[src/hdl/dso_regs.svh]
/*
 * Constants for the drive status output encoder: output function codes,
 * alarm class codes, restart modes and timing counts.
 * Assumes a 200 MHz system clock; included by bare name from the hdl/ files.
 */
// Contract
// - terminal stop input OFF forces drive stop
// - assigned terminal stop ignores communication stop command
// - base code normal, base plus 1000 inverted
// - stage change gives one 100 ms pulse
// - seven stages done give one 100 ms pulse
// - current stage shown as binary 1-2-4 code
// - pattern outputs unavailable in torque control
// - sync flag while target inside angle window
// - bus low flag below detect level, hysteresis-free; code holds the flag while bus voltage equals detect level
// - modes 2/3: flag below running level, clear +10V
// - modes 4/5: flag on undervoltage, clear +10V
// - alarm classes 1 to 7 on 4-bit code
// - alarm classes 8 to 15 on 4-bit code
// - alarm code zero while no protection active; code shows the charger class while a safety fault is latched
// - both safety inputs open: flag, torque off
// - safety inputs disagree 50 ms: sticky fault
`ifndef DSO_REGS_SVH
`define DSO_REGS_SVH

// output function base codes and inversion offset
`define DSO_FN_INV 11'h3e8
`define DSO_FN_STAGE_TRANS 11'h010
`define DSO_FN_CYCLE_DONE 11'h011
`define DSO_FN_STAGE_B0 11'h012
`define DSO_FN_STAGE_B1 11'h013
`define DSO_FN_STAGE_B2 11'h014
`define DSO_FN_SYNC_DONE 11'h01d
`define DSO_FN_BUS_LOW 11'h04d
`define DSO_FN_PF_DECEL 11'h04f
`define DSO_FN_ALARM_B0 11'h05a
`define DSO_FN_ALARM_B1 11'h05b
`define DSO_FN_ALARM_B2 11'h05c
`define DSO_FN_ALARM_B3 11'h05d
`define DSO_FN_SAFETY_FAULT 11'h065
`define DSO_FN_ENABLE_OFF 11'h066
// input function code of the terminal-only forced stop
`define DSO_FN_FORCE_STOP 11'h06f

// pattern operation
`define DSO_STAGE_LAST 3'h7

// restart mode selections that drive the power failure flag
`define DSO_RESTART_CRL_A 3'h2
`define DSO_RESTART_CRL_B 3'h3
`define DSO_RESTART_UV_A 3'h4
`define DSO_RESTART_UV_B 3'h5
`define DSO_PF_HYST_V 11'h00a

// alarm class codes
`define DSO_AC_NONE 4'h0
`define DSO_AC_OVERCURRENT 4'h1
`define DSO_AC_OVERVOLT 4'h2
`define DSO_AC_UNDERVOLT 4'h3
`define DSO_AC_MOTOR_OL 4'h4
`define DSO_AC_DRIVE_OL 4'h5
`define DSO_AC_OVERHEAT 4'h6
`define DSO_AC_EXTERNAL 4'h7
`define DSO_AC_MEMORY 4'h8
`define DSO_AC_LINK 4'h9
`define DSO_AC_OPTION 4'ha
`define DSO_AC_CHARGER 4'hb
`define DSO_AC_TUNING 4'hc
`define DSO_AC_RS485 4'hd
`define DSO_AC_OVERSPEED 4'he
`define DSO_AC_WIRE_BREAK 4'hf

// timing
`define DSO_CLK_KHZ 200000
`define DSO_PULSE_MS 100
`define DSO_PULSE_CYC (`DSO_PULSE_MS * `DSO_CLK_KHZ)
`define DSO_DISC_MS 50
`define DSO_DISC_CYC (`DSO_DISC_MS * `DSO_CLK_KHZ)
`define DSO_N_TERM 6

`endif

[src/hdl/dso_pkg.sv]
/*
 * Types shared by the drive status output encoder files.
 * Assumes bus voltages arrive as whole volts in 10 bits.
 */
package dso_pkg;
    typedef logic [10:0] dso_fcode_t;
    typedef logic [9:0] dso_volt_t;

    // protective function currently active, none when running normally
    typedef enum logic [4:0] {
        ALM_NONE, ALM_OVERCURRENT, ALM_GROUND_FAULT, ALM_FUSE, ALM_OVERVOLT,
        ALM_UNDERVOLT, ALM_IN_PHASE, ALM_MOTOR_OL, ALM_DRIVE_OL, ALM_OVERHEAT,
        ALM_EXTERNAL, ALM_MEMORY, ALM_LINK, ALM_OPTION, ALM_CHARGER,
        ALM_TUNING, ALM_RS485, ALM_OVERSPEED, ALM_WIRE_BREAK
    } dso_alarm_t;

    typedef struct packed {
        dso_volt_t bus_voltage;
        dso_volt_t detect_level;
        dso_volt_t cont_level;
        dso_volt_t uv_level;
    } dso_levels_t;

    typedef struct packed {
        logic stage_transition_pulse;
        logic cycle_complete_pulse;
        logic stage_code_bit2;
        logic stage_code_bit1;
        logic stage_code_bit0;
        logic sync_complete_flag;
        logic bus_low_voltage_flag;
        logic power_fail_decel_flag;
        logic alarm_code_bit3;
        logic alarm_code_bit2;
        logic alarm_code_bit1;
        logic alarm_code_bit0;
        logic safety_circuit_fault_out;
        logic enable_off_flag;
    } dso_status_t;
endpackage

[src/hdl/dso_oneshot.sv]
/*
 * Retriggerable one-shot: a trigger starts a pulse of PULSE_CYC cycles.
 * Assumes trig is synchronous to clk.
 */
`timescale 1ns/1ps
`include "dso_regs.svh"
module dso_oneshot #(
    parameter int PULSE_CYC = `DSO_PULSE_CYC
) (
    input wire logic clk,
    input wire logic rst_b,
    input wire logic trig,
    output logic pulse
);
    localparam int CW = $clog2(PULSE_CYC + 1);

    generate
        if (PULSE_CYC < 1) begin : g_bad
            $error("dso_oneshot: PULSE_CYC must be at least 1");
        end
    endgenerate

    logic [CW-1:0] cnt;
    logic [CW-1:0] next_cnt;
    logic next_pulse;

    // a new trigger restarts the full length, so back-to-back events stretch it
    always_comb begin
        if (trig) begin
            next_cnt = CW'(PULSE_CYC - 1);
        end else if (cnt != '0) begin
            next_cnt = cnt - 1'b1;
        end else begin
            next_cnt = '0;
        end
        next_pulse = trig || (cnt != '0);
    end

    always_ff @(posedge clk or negedge rst_b) begin
        if (!rst_b) begin
            cnt <= '0;
            pulse <= 1'b0;
        end else begin
            cnt <= next_cnt;
            pulse <= next_pulse;
        end
    end
endmodule

[src/hdl/dso_encoder.sv]
/*
 * Drive status output encoder: pattern stage pulses and code, sync,
 * bus voltage and power failure flags, alarm class code, safety enable
 * monitoring, terminal-only forced stop and per-terminal function select.
 * Assumes all inputs except the three pins share clk; pins are synchronised.
 */
`timescale 1ns/1ps
`include "dso_regs.svh"
module dso_encoder import dso_pkg::*; #(
    parameter int N_TERM = `DSO_N_TERM,
    parameter int PULSE_CYC = `DSO_PULSE_CYC,
    parameter int DISC_CYC = `DSO_DISC_CYC
) (
    input wire logic clk,
    input wire logic rst_b,
    input wire dso_fcode_t [N_TERM-1:0] term_func_sel,
    input wire dso_fcode_t stop_term_func,
    input wire logic stop_term_pin,
    input wire logic comm_stop_req,
    input wire logic safety_input_a,
    input wire logic safety_input_b,
    input wire logic torque_mode,
    input wire logic [2:0] pattern_stage,
    input wire logic sync_active,
    input wire logic sync_in_window,
    input wire dso_levels_t levels,
    input wire logic [2:0] restart_mode_select,
    input wire logic uv_alarm,
    input wire dso_alarm_t alarm_src,
    output logic [N_TERM-1:0] terminal_out,
    output dso_status_t status,
    output logic force_stop,
    output logic torque_shutdown
);
    localparam int DW = $clog2(DISC_CYC + 1);

    generate
        if (N_TERM < 1 || DISC_CYC < 1 || PULSE_CYC < 1) begin : g_bad
            $error("dso_encoder: N_TERM, DISC_CYC and PULSE_CYC must be at least 1");
        end
    endgenerate

    // strip the inversion offset; returns the base code
    function automatic dso_fcode_t fn_base(input dso_fcode_t code);
        fn_base = (code >= `DSO_FN_INV) ? dso_fcode_t'(code - `DSO_FN_INV) : code;
    endfunction

    // one terminal's level for its selected function
    function automatic logic fn_bit(input dso_fcode_t code, input dso_status_t s);
        logic v;
        v = 1'b0;
        case (fn_base(code))
            `DSO_FN_STAGE_TRANS: v = s.stage_transition_pulse;
            `DSO_FN_CYCLE_DONE: v = s.cycle_complete_pulse;
            `DSO_FN_STAGE_B0: v = s.stage_code_bit0;
            `DSO_FN_STAGE_B1: v = s.stage_code_bit1;
            `DSO_FN_STAGE_B2: v = s.stage_code_bit2;
            `DSO_FN_SYNC_DONE: v = s.sync_complete_flag;
            `DSO_FN_BUS_LOW: v = s.bus_low_voltage_flag;
            `DSO_FN_PF_DECEL: v = s.power_fail_decel_flag;
            `DSO_FN_ALARM_B0: v = s.alarm_code_bit0;
            `DSO_FN_ALARM_B1: v = s.alarm_code_bit1;
            `DSO_FN_ALARM_B2: v = s.alarm_code_bit2;
            `DSO_FN_ALARM_B3: v = s.alarm_code_bit3;
            `DSO_FN_SAFETY_FAULT: v = s.safety_circuit_fault_out;
            `DSO_FN_ENABLE_OFF: v = s.enable_off_flag;
            default: v = 1'b0;
        endcase
        fn_bit = v ^ (code >= `DSO_FN_INV);
    endfunction

    // protective function to alarm class
    function automatic logic [3:0] alarm_code(input dso_alarm_t a);
        case (a)
            ALM_OVERCURRENT, ALM_GROUND_FAULT, ALM_FUSE: alarm_code = `DSO_AC_OVERCURRENT;
            ALM_OVERVOLT: alarm_code = `DSO_AC_OVERVOLT;
            ALM_UNDERVOLT, ALM_IN_PHASE: alarm_code = `DSO_AC_UNDERVOLT;
            ALM_MOTOR_OL: alarm_code = `DSO_AC_MOTOR_OL;
            ALM_DRIVE_OL: alarm_code = `DSO_AC_DRIVE_OL;
            ALM_OVERHEAT: alarm_code = `DSO_AC_OVERHEAT;
            ALM_EXTERNAL: alarm_code = `DSO_AC_EXTERNAL;
            ALM_MEMORY: alarm_code = `DSO_AC_MEMORY;
            ALM_LINK: alarm_code = `DSO_AC_LINK;
            ALM_OPTION: alarm_code = `DSO_AC_OPTION;
            ALM_CHARGER: alarm_code = `DSO_AC_CHARGER;
            ALM_TUNING: alarm_code = `DSO_AC_TUNING;
            ALM_RS485: alarm_code = `DSO_AC_RS485;
            ALM_OVERSPEED: alarm_code = `DSO_AC_OVERSPEED;
            ALM_WIRE_BREAK: alarm_code = `DSO_AC_WIRE_BREAK;
            default: alarm_code = `DSO_AC_NONE;
        endcase
    endfunction

    // pin synchronisers; the first stage feeds only the second
    logic stop_meta, stop_s, ena_meta, ena_s, enb_meta, enb_s;
    always_ff @(posedge clk or negedge rst_b) begin
        if (!rst_b) begin
            stop_meta <= 1'b1;
            stop_s <= 1'b1;
            ena_meta <= 1'b0;
            ena_s <= 1'b0;
            enb_meta <= 1'b0;
            enb_s <= 1'b0;
        end else begin
            stop_meta <= stop_term_pin;
            stop_s <= stop_meta;
            ena_meta <= safety_input_a;
            ena_s <= ena_meta;
            enb_meta <= safety_input_b;
            enb_s <= enb_meta;
        end
    end

    logic [2:0] stage_prev;
    logic stage_step, cycle_step, tu_pulse, to_pulse;

    // stage 0 means no pattern running, so entering or leaving is no transition
    assign stage_step = (pattern_stage != 3'h0) && (stage_prev != 3'h0) && (pattern_stage != stage_prev);
    assign cycle_step = (stage_prev == `DSO_STAGE_LAST) && (pattern_stage != `DSO_STAGE_LAST);

    dso_oneshot #(.PULSE_CYC(PULSE_CYC)) u_stage_shot (
        .clk(clk),
        .rst_b(rst_b),
        .trig(stage_step),
        .pulse(tu_pulse)
    );
    dso_oneshot #(.PULSE_CYC(PULSE_CYC)) u_cycle_shot (
        .clk(clk),
        .rst_b(rst_b),
        .trig(cycle_step),
        .pulse(to_pulse)
    );

    logic [DW-1:0] disc_cnt, next_disc_cnt;
    logic fault, next_fault;
    logic [2:0] next_stage_prev;
    dso_status_t next_status;
    logic [N_TERM-1:0] next_terminal_out;
    logic next_force_stop, next_torque_shutdown;
    logic stop_assigned;
    logic [10:0] v_bus, crl_hi, uv_hi;
    logic [3:0] ac;

    // next state of all flags, counters and terminals
    always_comb begin
        next_stage_prev = pattern_stage;
        stop_assigned = (fn_base(stop_term_func) == `DSO_FN_FORCE_STOP);
        // comm stop is dropped while the terminal owns the function
        if (stop_assigned) begin
            next_force_stop = (stop_s == (stop_term_func >= `DSO_FN_INV));
        end else begin
            next_force_stop = comm_stop_req;
        end
        // discrepancy timer; fault latches until power-on reset
        if (ena_s != enb_s) begin
            next_disc_cnt = (disc_cnt == DW'(DISC_CYC)) ? disc_cnt : disc_cnt + 1'b1;
        end else begin
            next_disc_cnt = '0;
        end
        next_fault = fault || ((ena_s != enb_s) && (disc_cnt == DW'(DISC_CYC - 1)));
        next_torque_shutdown = !(ena_s && enb_s) || next_fault;
        next_status = '0;
        next_status.enable_off_flag = !ena_s && !enb_s;
        next_status.safety_circuit_fault_out = next_fault;
        // pattern outputs exist only outside torque control
        if (!torque_mode) begin
            next_status.stage_transition_pulse = tu_pulse;
            next_status.cycle_complete_pulse = to_pulse;
            {next_status.stage_code_bit2, next_status.stage_code_bit1,
             next_status.stage_code_bit0} = pattern_stage;
            next_status.sync_complete_flag = sync_active && sync_in_window;
        end
        // undervoltage flag holds between the two sides of the level
        v_bus = {1'b0, levels.bus_voltage};
        if (levels.bus_voltage < levels.detect_level) begin
            next_status.bus_low_voltage_flag = 1'b1;
        end else if (levels.bus_voltage > levels.detect_level) begin
            next_status.bus_low_voltage_flag = 1'b0;
        end else begin
            next_status.bus_low_voltage_flag = status.bus_low_voltage_flag;
        end
        // widened sums so a level near full scale does not wrap
        crl_hi = {1'b0, levels.cont_level} + `DSO_PF_HYST_V;
        uv_hi = {1'b0, levels.uv_level} + `DSO_PF_HYST_V;
        next_status.power_fail_decel_flag = status.power_fail_decel_flag;
        case (restart_mode_select)
            `DSO_RESTART_CRL_A, `DSO_RESTART_CRL_B: begin
                if (levels.bus_voltage < levels.cont_level) begin
                    next_status.power_fail_decel_flag = 1'b1;
                end else if (v_bus > crl_hi) begin
                    next_status.power_fail_decel_flag = 1'b0;
                end
            end
            `DSO_RESTART_UV_A, `DSO_RESTART_UV_B: begin
                if (uv_alarm) begin
                    next_status.power_fail_decel_flag = 1'b1;
                end else if (v_bus > uv_hi) begin
                    next_status.power_fail_decel_flag = 1'b0;
                end
            end
            default: next_status.power_fail_decel_flag = 1'b0;
        endcase
        // a latched enable fault reports the charger class over any other alarm
        ac = next_fault ? `DSO_AC_CHARGER : alarm_code(alarm_src);
        {next_status.alarm_code_bit3, next_status.alarm_code_bit2,
         next_status.alarm_code_bit1, next_status.alarm_code_bit0} = ac;
        for (int i = 0; i < N_TERM; i++) begin
            next_terminal_out[i] = fn_bit(term_func_sel[i], next_status);
        end
    end

    always_ff @(posedge clk or negedge rst_b) begin
        if (!rst_b) begin
            stage_prev <= 3'h0;
            disc_cnt <= '0;
            fault <= 1'b0;
            status <= '0;
            terminal_out <= '0;
            force_stop <= 1'b0;
            torque_shutdown <= 1'b1;
        end else begin
            stage_prev <= next_stage_prev;
            disc_cnt <= next_disc_cnt;
            fault <= next_fault;
            status <= next_status;
            terminal_out <= next_terminal_out;
            force_stop <= next_force_stop;
            torque_shutdown <= next_torque_shutdown;
        end
    end
endmodule

[config.mk]
export PLATFORM = sky130hd
export DESIGN_NAME = dso_encoder
export DESIGN_NICKNAME = d
export VERILOG_FILES = /design/src/hdl/dso_pkg.sv /design/src/hdl/dso_oneshot.sv /design/src/hdl/dso_encoder.sv
export VERILOG_INCLUDE_DIRS = /design/src /design/src/hdl
export SDC_FILE = /design/constraint.sdc
export NUM_CORES = 1
export LEC_CHECK = 0
export BUFFER_PORTS_ARGS = -buffer_cell sky130_fd_sc_hd__buf_2
export CORE_MARGIN = 5
export CORE_UTILIZATION = 62
export DETAILED_ROUTE_END_ITERATION = 8
export PLACE_DENSITY = 0.86
export SETUP_SLACK_MARGIN = 0.15
export SLEW_MARGIN = 20
export SYNTH_ARGS = -nofsm -noshare
export SYNTH_HDL_FRONTEND = slang
export SYNTH_SLANG_ARGS = --single-unit
export TNS_END_PERCENT = 50
[constraint.sdc]
create_clock -name clk -period 5.92 [get_ports clk]
set_clock_uncertainty 0.1 [all_clocks]
set_input_delay 1.184 -clock clk [delete_from_list [all_inputs] [get_ports clk]]
set_output_delay 1.184 -clock clk [all_outputs]
set_load 0.01 [all_outputs]
== Word level (Yosys, flattened, before mapping) ==
Memories as Yosys holds them, arrays and structs flattened.
Index checks and enable logic that the tools add are counted.

* Add/subtract/negate cells: 12
* Magnitude comparators: 12
* Eq/ne operators: 97
* Muxes and demuxes: 29
* Bitwise logic cells: 6
* Reductions and logical operators: 20

{| class="wikitable"
|+ Operator list
! kind !! count
|-
| 11-bit by 7-bit == test with 1-bit output, second input constant || 49
|-
| 11-bit by 5-bit == test with 1-bit output, second input constant || 36
|-
| 25-bit 2-to-1 mux || 4
|-
| 1-bit case mux with 14 select lines || 6
|-
| 11-bit by 10-bit >= comparator with 1-bit output, second input constant || 7
|-
| 11-bit 2-to-1 mux || 7
|-
| 11-bit by 10-bit subtractor with 11-bit output, second input constant || 7
|-
| 25-bit nonzero test || 2
|-
| 25-bit by 1-bit subtractor with 25-bit output, second input constant || 2
|-
| 24-bit == test, second input constant || 2
|-
| 24-bit 2-to-1 mux || 2
|-
| 24-bit by 1-bit adder with 24-bit output, second input constant || 1
|-
| 10-bit by 4-bit adder with 11-bit output, second input constant || 2
|-
| 10-bit by 11-bit greater-than comparator with 1-bit output || 2
|-
| 10-bit < comparator || 2
|-
| 10-bit greater-than comparator || 1
|-
| 3-bit == test, second input constant || 3
|-
| 1-bit logical AND || 7
|-
| 1-bit 2-to-1 mux || 7
|-
| 3-bit by 2-bit == test with 1-bit output, second input constant || 2
|-
| 6-bit 2-to-1 mux || 1
|-
| 3-bit nonzero test || 2
|-
| 1-bit bitwise XOR || 6
|-
| 1-bit logical OR || 4
|-
| 9 further kinds || 12
|}

* Flip-flop bits (word level): 107
* ROM bits: 128
* Output and inout bits: 22
* Memories: 1

{| class="wikitable"
|+ Memories
! memory !! depth !! bits a word !! rd ports !! clocked after Yosys merged registers in !! wr ports !! line !! source
|-
| (name not given) || 32 || 4 || 1 || 0 || 0 || dso_encoder.sv:74 || <nowiki>case (a)</nowiki>
|}

== Longest topological paths before layout ==
* Depth after elaboration: 7
* Depth in mapped cells: 14

== Cells and area by module ==
From an unflattened synthesis, not the netlist that was laid out.

* Cell total of the unflattened synthesis: 1159
* Area, all modules: 9790.6 um^2

{| class="wikitable"
|+ By module, submodules not included
! module !! times used !! cells an instance !! area each (um^2) !! seq. area each (um^2)
|-
| dso_encoder || 1 || 887 || 7043.0 || 1380.1
|-
| dso_oneshot || 2 || 136 || 1373.8 || 650.6
|}

== Worst setup path after synthesis ==
OpenSTA, ideal clock, no wires.

* Path type: input-to-reg
* From: input levels[11] in the netlist's numbering
* To: register terminal_out[4]
* Data arrival time: 3.770 ns
* Setup slack: 1.915 ns
* Cell stages on the path: 13
* Path buffers: 0
* Cell sequence: ha_1 -> o21ai_0 -> xnor2_1 -> ha_1 -> a21o_1 -> a221oi_1 -> o21ai_1 -> a2111oi_0 -> o311a_1 -> nor2_1 -> a2111oi_0 -> nor3_1 -> xnor2_1

* Cells in the longest elaborated chain, start to end: 7

{| class="wikitable"
|+ RTL lines
! item !! line !! source
|-
| from (decl) || dso_encoder.sv:26 || <nowiki>input wire dso_levels_t levels,</nowiki>
|-
| 10-bit by 4-bit adder with 11-bit output (no source line) || -- ||
|-
| 10-bit by 11-bit greater-than comparator with 1-bit output || dso_encoder.sv:190 || <nowiki>end else if (v_bus > crl_hi) begin</nowiki>
|-
| 1-bit 2-to-1 mux || dso_encoder.sv:190 ||
|-
| 1-bit 2-to-1 mux (*) || dso_encoder.sv:188 || <nowiki>if (levels.bus_voltage < levels.cont_level) begin</nowiki>
|-
| 1-bit case mux with 2 select lines (*) || dso_encoder.sv:186 || <nowiki>case (restart_mode_select)</nowiki>
|-
| 1-bit case mux with 14 select lines (*) || dso_encoder.sv:52 || <nowiki>case (fn_base(code))</nowiki>
|-
| 1-bit bitwise XOR (*) || dso_encoder.sv:69 || <nowiki>fn_bit = v ^ (code >= `DSO_FN_INV);</nowiki>
|-
| via next_terminal_out[4] || dso_encoder.sv:138 || <nowiki>logic [N_TERM-1:0] next_terminal_out;</nowiki>
|-
| to (signal assigned) || dso_encoder.sv:226 || <nowiki>terminal_out <= next_terminal_out;</nowiki>
|-
| to (decl) || dso_encoder.sv:30 || <nowiki>output logic [N_TERM-1:0] terminal_out,</nowiki>
|}

The timed path passes the listed nets; every way through them passes the cells marked *.
A chain may end at the register's enable or synchronous reset.

== Worst setup path after layout ==
Ends and elaborated chain as after synthesis.

==> summary.md <==
| Metric | Value |
|---|---|
| Die Footprint | 17500 sq um |
| CTS tree | yes |
| GRT Util Overall | 26.1% |
| Met3 Use GR | 5.73% |
| Total number of vias | 8824 |
| Vias in the first global route | 8285 |
| CP Data Arrival Time | 4.25 ns |
| Sw power | 575 uW |
| Logic gate share of total power | 25.4% |
| First-pass GRT wire length | 38.8 mm |
| TritonCTS Buffers | 9 |
| Min cycle time layout | 4.13 ns |
| GP Congestion | 0.923 |
| CP Class | in2reg |
| Fmax | 242 MHz |
| Mapped cell area | 9250 sq um |
| Worst min-delay path class | reg2reg |
| Remaining antenna violation count | 0 |
| Fraction of layout cells with a size suffix above 1 | 17.1% |
| Top Usage Layer GRT | met2 |
| Die height | 132 microns |
| M1 GR Usage | 34.1% |
| Post-synthesis sequential area ratio | 29.0% |
| Power Total | 1.84 mW |
| Drt total wl | 23.5 mm |
| Mean Syn Cell Area | 8.27 sq um |
| Crit-path max FO | 6 |
| Largest net degree at the start of global routing | 62 |
| Final Util | 71.4% |
| # Max-Cap Violations | 0 |
| CTS max path bufs | 2 |
| H-tree level count | 3 |
| Synth unique cells | 92 |
| Number of port buffers | 158 |
| Outcome | finished clean |
| Average vias per placed instance | 6.13 |
| # hold bufs at CTS | 0 |
| DIE WIDTH | 132 microns |
| Setup TNS | 0 ns |
| Routed length per instance | 16.4 microns |
| Initial antenna violation count | 1 |
| Main synth FF type | dfrtp_1 |
| Slew margin rel. | 42.7% |
| Final net count | 1450 |
| RSZ-0062 raised after global routing | false |
| Clock latency on the worst-skew pair | 0.36 ns |
| Root buffer cell | clkbuf_16 |
| Final Hold Fails | 0 |
| HPWL Detailed | 17.9 mm |
| Core Area | 14600 sq um |
| IO Count | 160 |
| Area grow syn2layout | 12.6% |
| Power share of the clock group | 31.4% |
| Post-Syn Nets | 1318 |
| Top post-synthesis cells by count | 104 x dfrtp_1, 86 x nor2_1, 85 x nand2_1, 74 x inv_1, 62 x ha_1 |
| Synth top area share | 28.1% |
| Synth top area cells | dfrtp_1 28%, ha_1 8.4%, xnor2_1 5.6% |
| CTS resizes | 0 |
| Worst EP required | 6.05 ns |
| Crit path capture type | flop |
| Leakage | 4.53 nW |
| # rows | 44 |
| Seq pwr share | 43.2% |
| CP Launch Type | primary input |
| Post-CTS setup buffer count | 0 |
| Top-count cell post-synth | dfrtp_1 |
| Post-synth EDFFs | 0 |
| Int Pwr | 1.26 mW |
| First-pass DRT Iterations | 5 |
| Actual slew at the worst max-slew pin | 0.857 ns |
| Gr ovfl total | 0 |
| Clock Sinks | 107 |
| Initial Util | 63.4% |
| Yosys warning count | 0 |
| Drt drc | 0 |
| Period utilization | 69.7% |
| Ant diodes | 0 |
| Post-synth top area cell | dfrtp_1 |
| Iteration-0 DRC count of the detailed router | 704 |
| Clk pin slew, worst setup/hold paths | 0.07 ns |
| Net Sw Frac | 31.3% |
| # setup viols final | 0 |
| Met2 Usage GRT | 43.4% |
| Post-synthesis sequential element count | 107 |
| Final count of pins violating max slew | 0 |
| VDD IR max | 0.193 mV |
| Syn Inst Count | 1118 |
| Ys async rst share | 100% |
| PwrDens | 177 nW/um^2 |
-- worst max-delay path, cell delays in order --
cell	delay [ns]
buf_2	0.13
ha_1	0.25
o21ai_0	0.20
xnor2_1	0.15
ha_1	0.27
a21o_1	0.17
a221oi_1	0.26
o21ai_1	0.09
a2111oi_0	0.40
o311a_1	0.25
nor2_1	0.18
a2111oi_0	0.44
nor3_1	0.13
xnor2_1	0.15
-- placed cells by master (no fill, tap or decap), types with 34 or more instances in the layout --
cell type	n
ha_1	62
xnor2_1	59
dfrtp_1	104
nand2_1	85
a21oi_1	49
nor2_1	86
o21ai_0	55
inv_1	74
nand3_1	34
nor3_1	37
buf_2	157
-- power by group through the flow --
stage | Clock [mW] | Combinational (mW) | Sequential, mW
after CTS | 0.587 | 0.465 | 0.793
final | 0.578 | 0.468 | 0.794
after detailed placement | 0 | 0.461 | 0.807
after floorplan | 0 | 0.288 | 0.804
after global placement | 0 | 0.446 | 0.806
after global routing | 0.620 | 0.523 | 0.797
-- per-stage QoR --
step / instances / cell area, sq um / setup WS [ns] / hold slack (ns)
after floorplan: 1118 / 9250 / 1.91 / 0.231
after global placement: 1423 / 10100 / 1.45 / 0.232
after detailed placement: 1423 / 10100 / 1.40 / 0.236
after CTS: 1439 / 10400 / 1.77 / 0.252
after global routing: 1439 / 10400 / 1.41 / 0.257
final: 1439 / 10400 / 1.79 / 0.251
-- metal layers --
metal  vias to the layer above  routed length (microns)
li1                       4356                        -
met1                      4152                    10200
met3                        49                     1640
met4                         2                      551
met5                         -                       13
met2                       265                    11100
-- cells by family after synthesis --
kind of cell | share of synthesized area [%]
flip-flops | 29.0
AO/OA/AOI/OAI | 19.7
XOR/XNOR | 8.52
adder cells (fa/ha/maj) | 8.39
AND/OR/NAND/NOR | 27.0
buffers and inverters | 4.93
multiplexers | 2.49
-- state kept, by name, summed over array words and instances, names as in the netlist --
signal	flops
u_cycle_shot.cnt	25
u_cycle_shot.pulse	1
stop_meta	1
ena_meta	1
force_stop	1
u_stage_shot.cnt	25
ena_s	1
u_stage_shot.pulse	1
torque_shutdown	1
disc_cnt	24
fault	1
stage_prev	3
enb_meta	1
stop_s	1
terminal_out	6
status	13
enb_s	1
-- path summary, 6_finish.rpt --
kind                                          from                        endpoint  slack [ns]  depth (start not counted)
worst max-delay path                    levels[11]       terminal_out[4]$_DFF_PN0_        1.79                         14
worst min-delay path            ena_meta$_DFF_PN0_                 ena_s$_DFF_PN0_        0.25                          0
worst max register to register     ena_s$_DFF_PN0_       terminal_out[1]$_DFF_PN0_        2.75                         10
worst min register to register  ena_meta$_DFF_PN0_                 ena_s$_DFF_PN0_        0.25                          0
max in group asynchronous                    rst_b  u_stage_shot.cnt[21]$_DFF_PN0_        3.82                          2
min in group asynchronous                    rst_b              enb_meta$_DFF_PN0_        0.80                          1
-- area by class of cell --
| type | count | area [sq um] |
|---|---|---|
| clock buffers | 13 | 260 |
| multi-input cells | 894 | 6110 |
| repair buffers | 160 | 808 |
| well taps | 184 | 230 |
| clock inverters | 3 | 22.5 |
| fillers | 1154 | 4180 |
| inverters | 78 | 293 |
| flip-flops and latches | 107 | 2680 |
No activity file was read; power rests on OpenSTA's default activity.
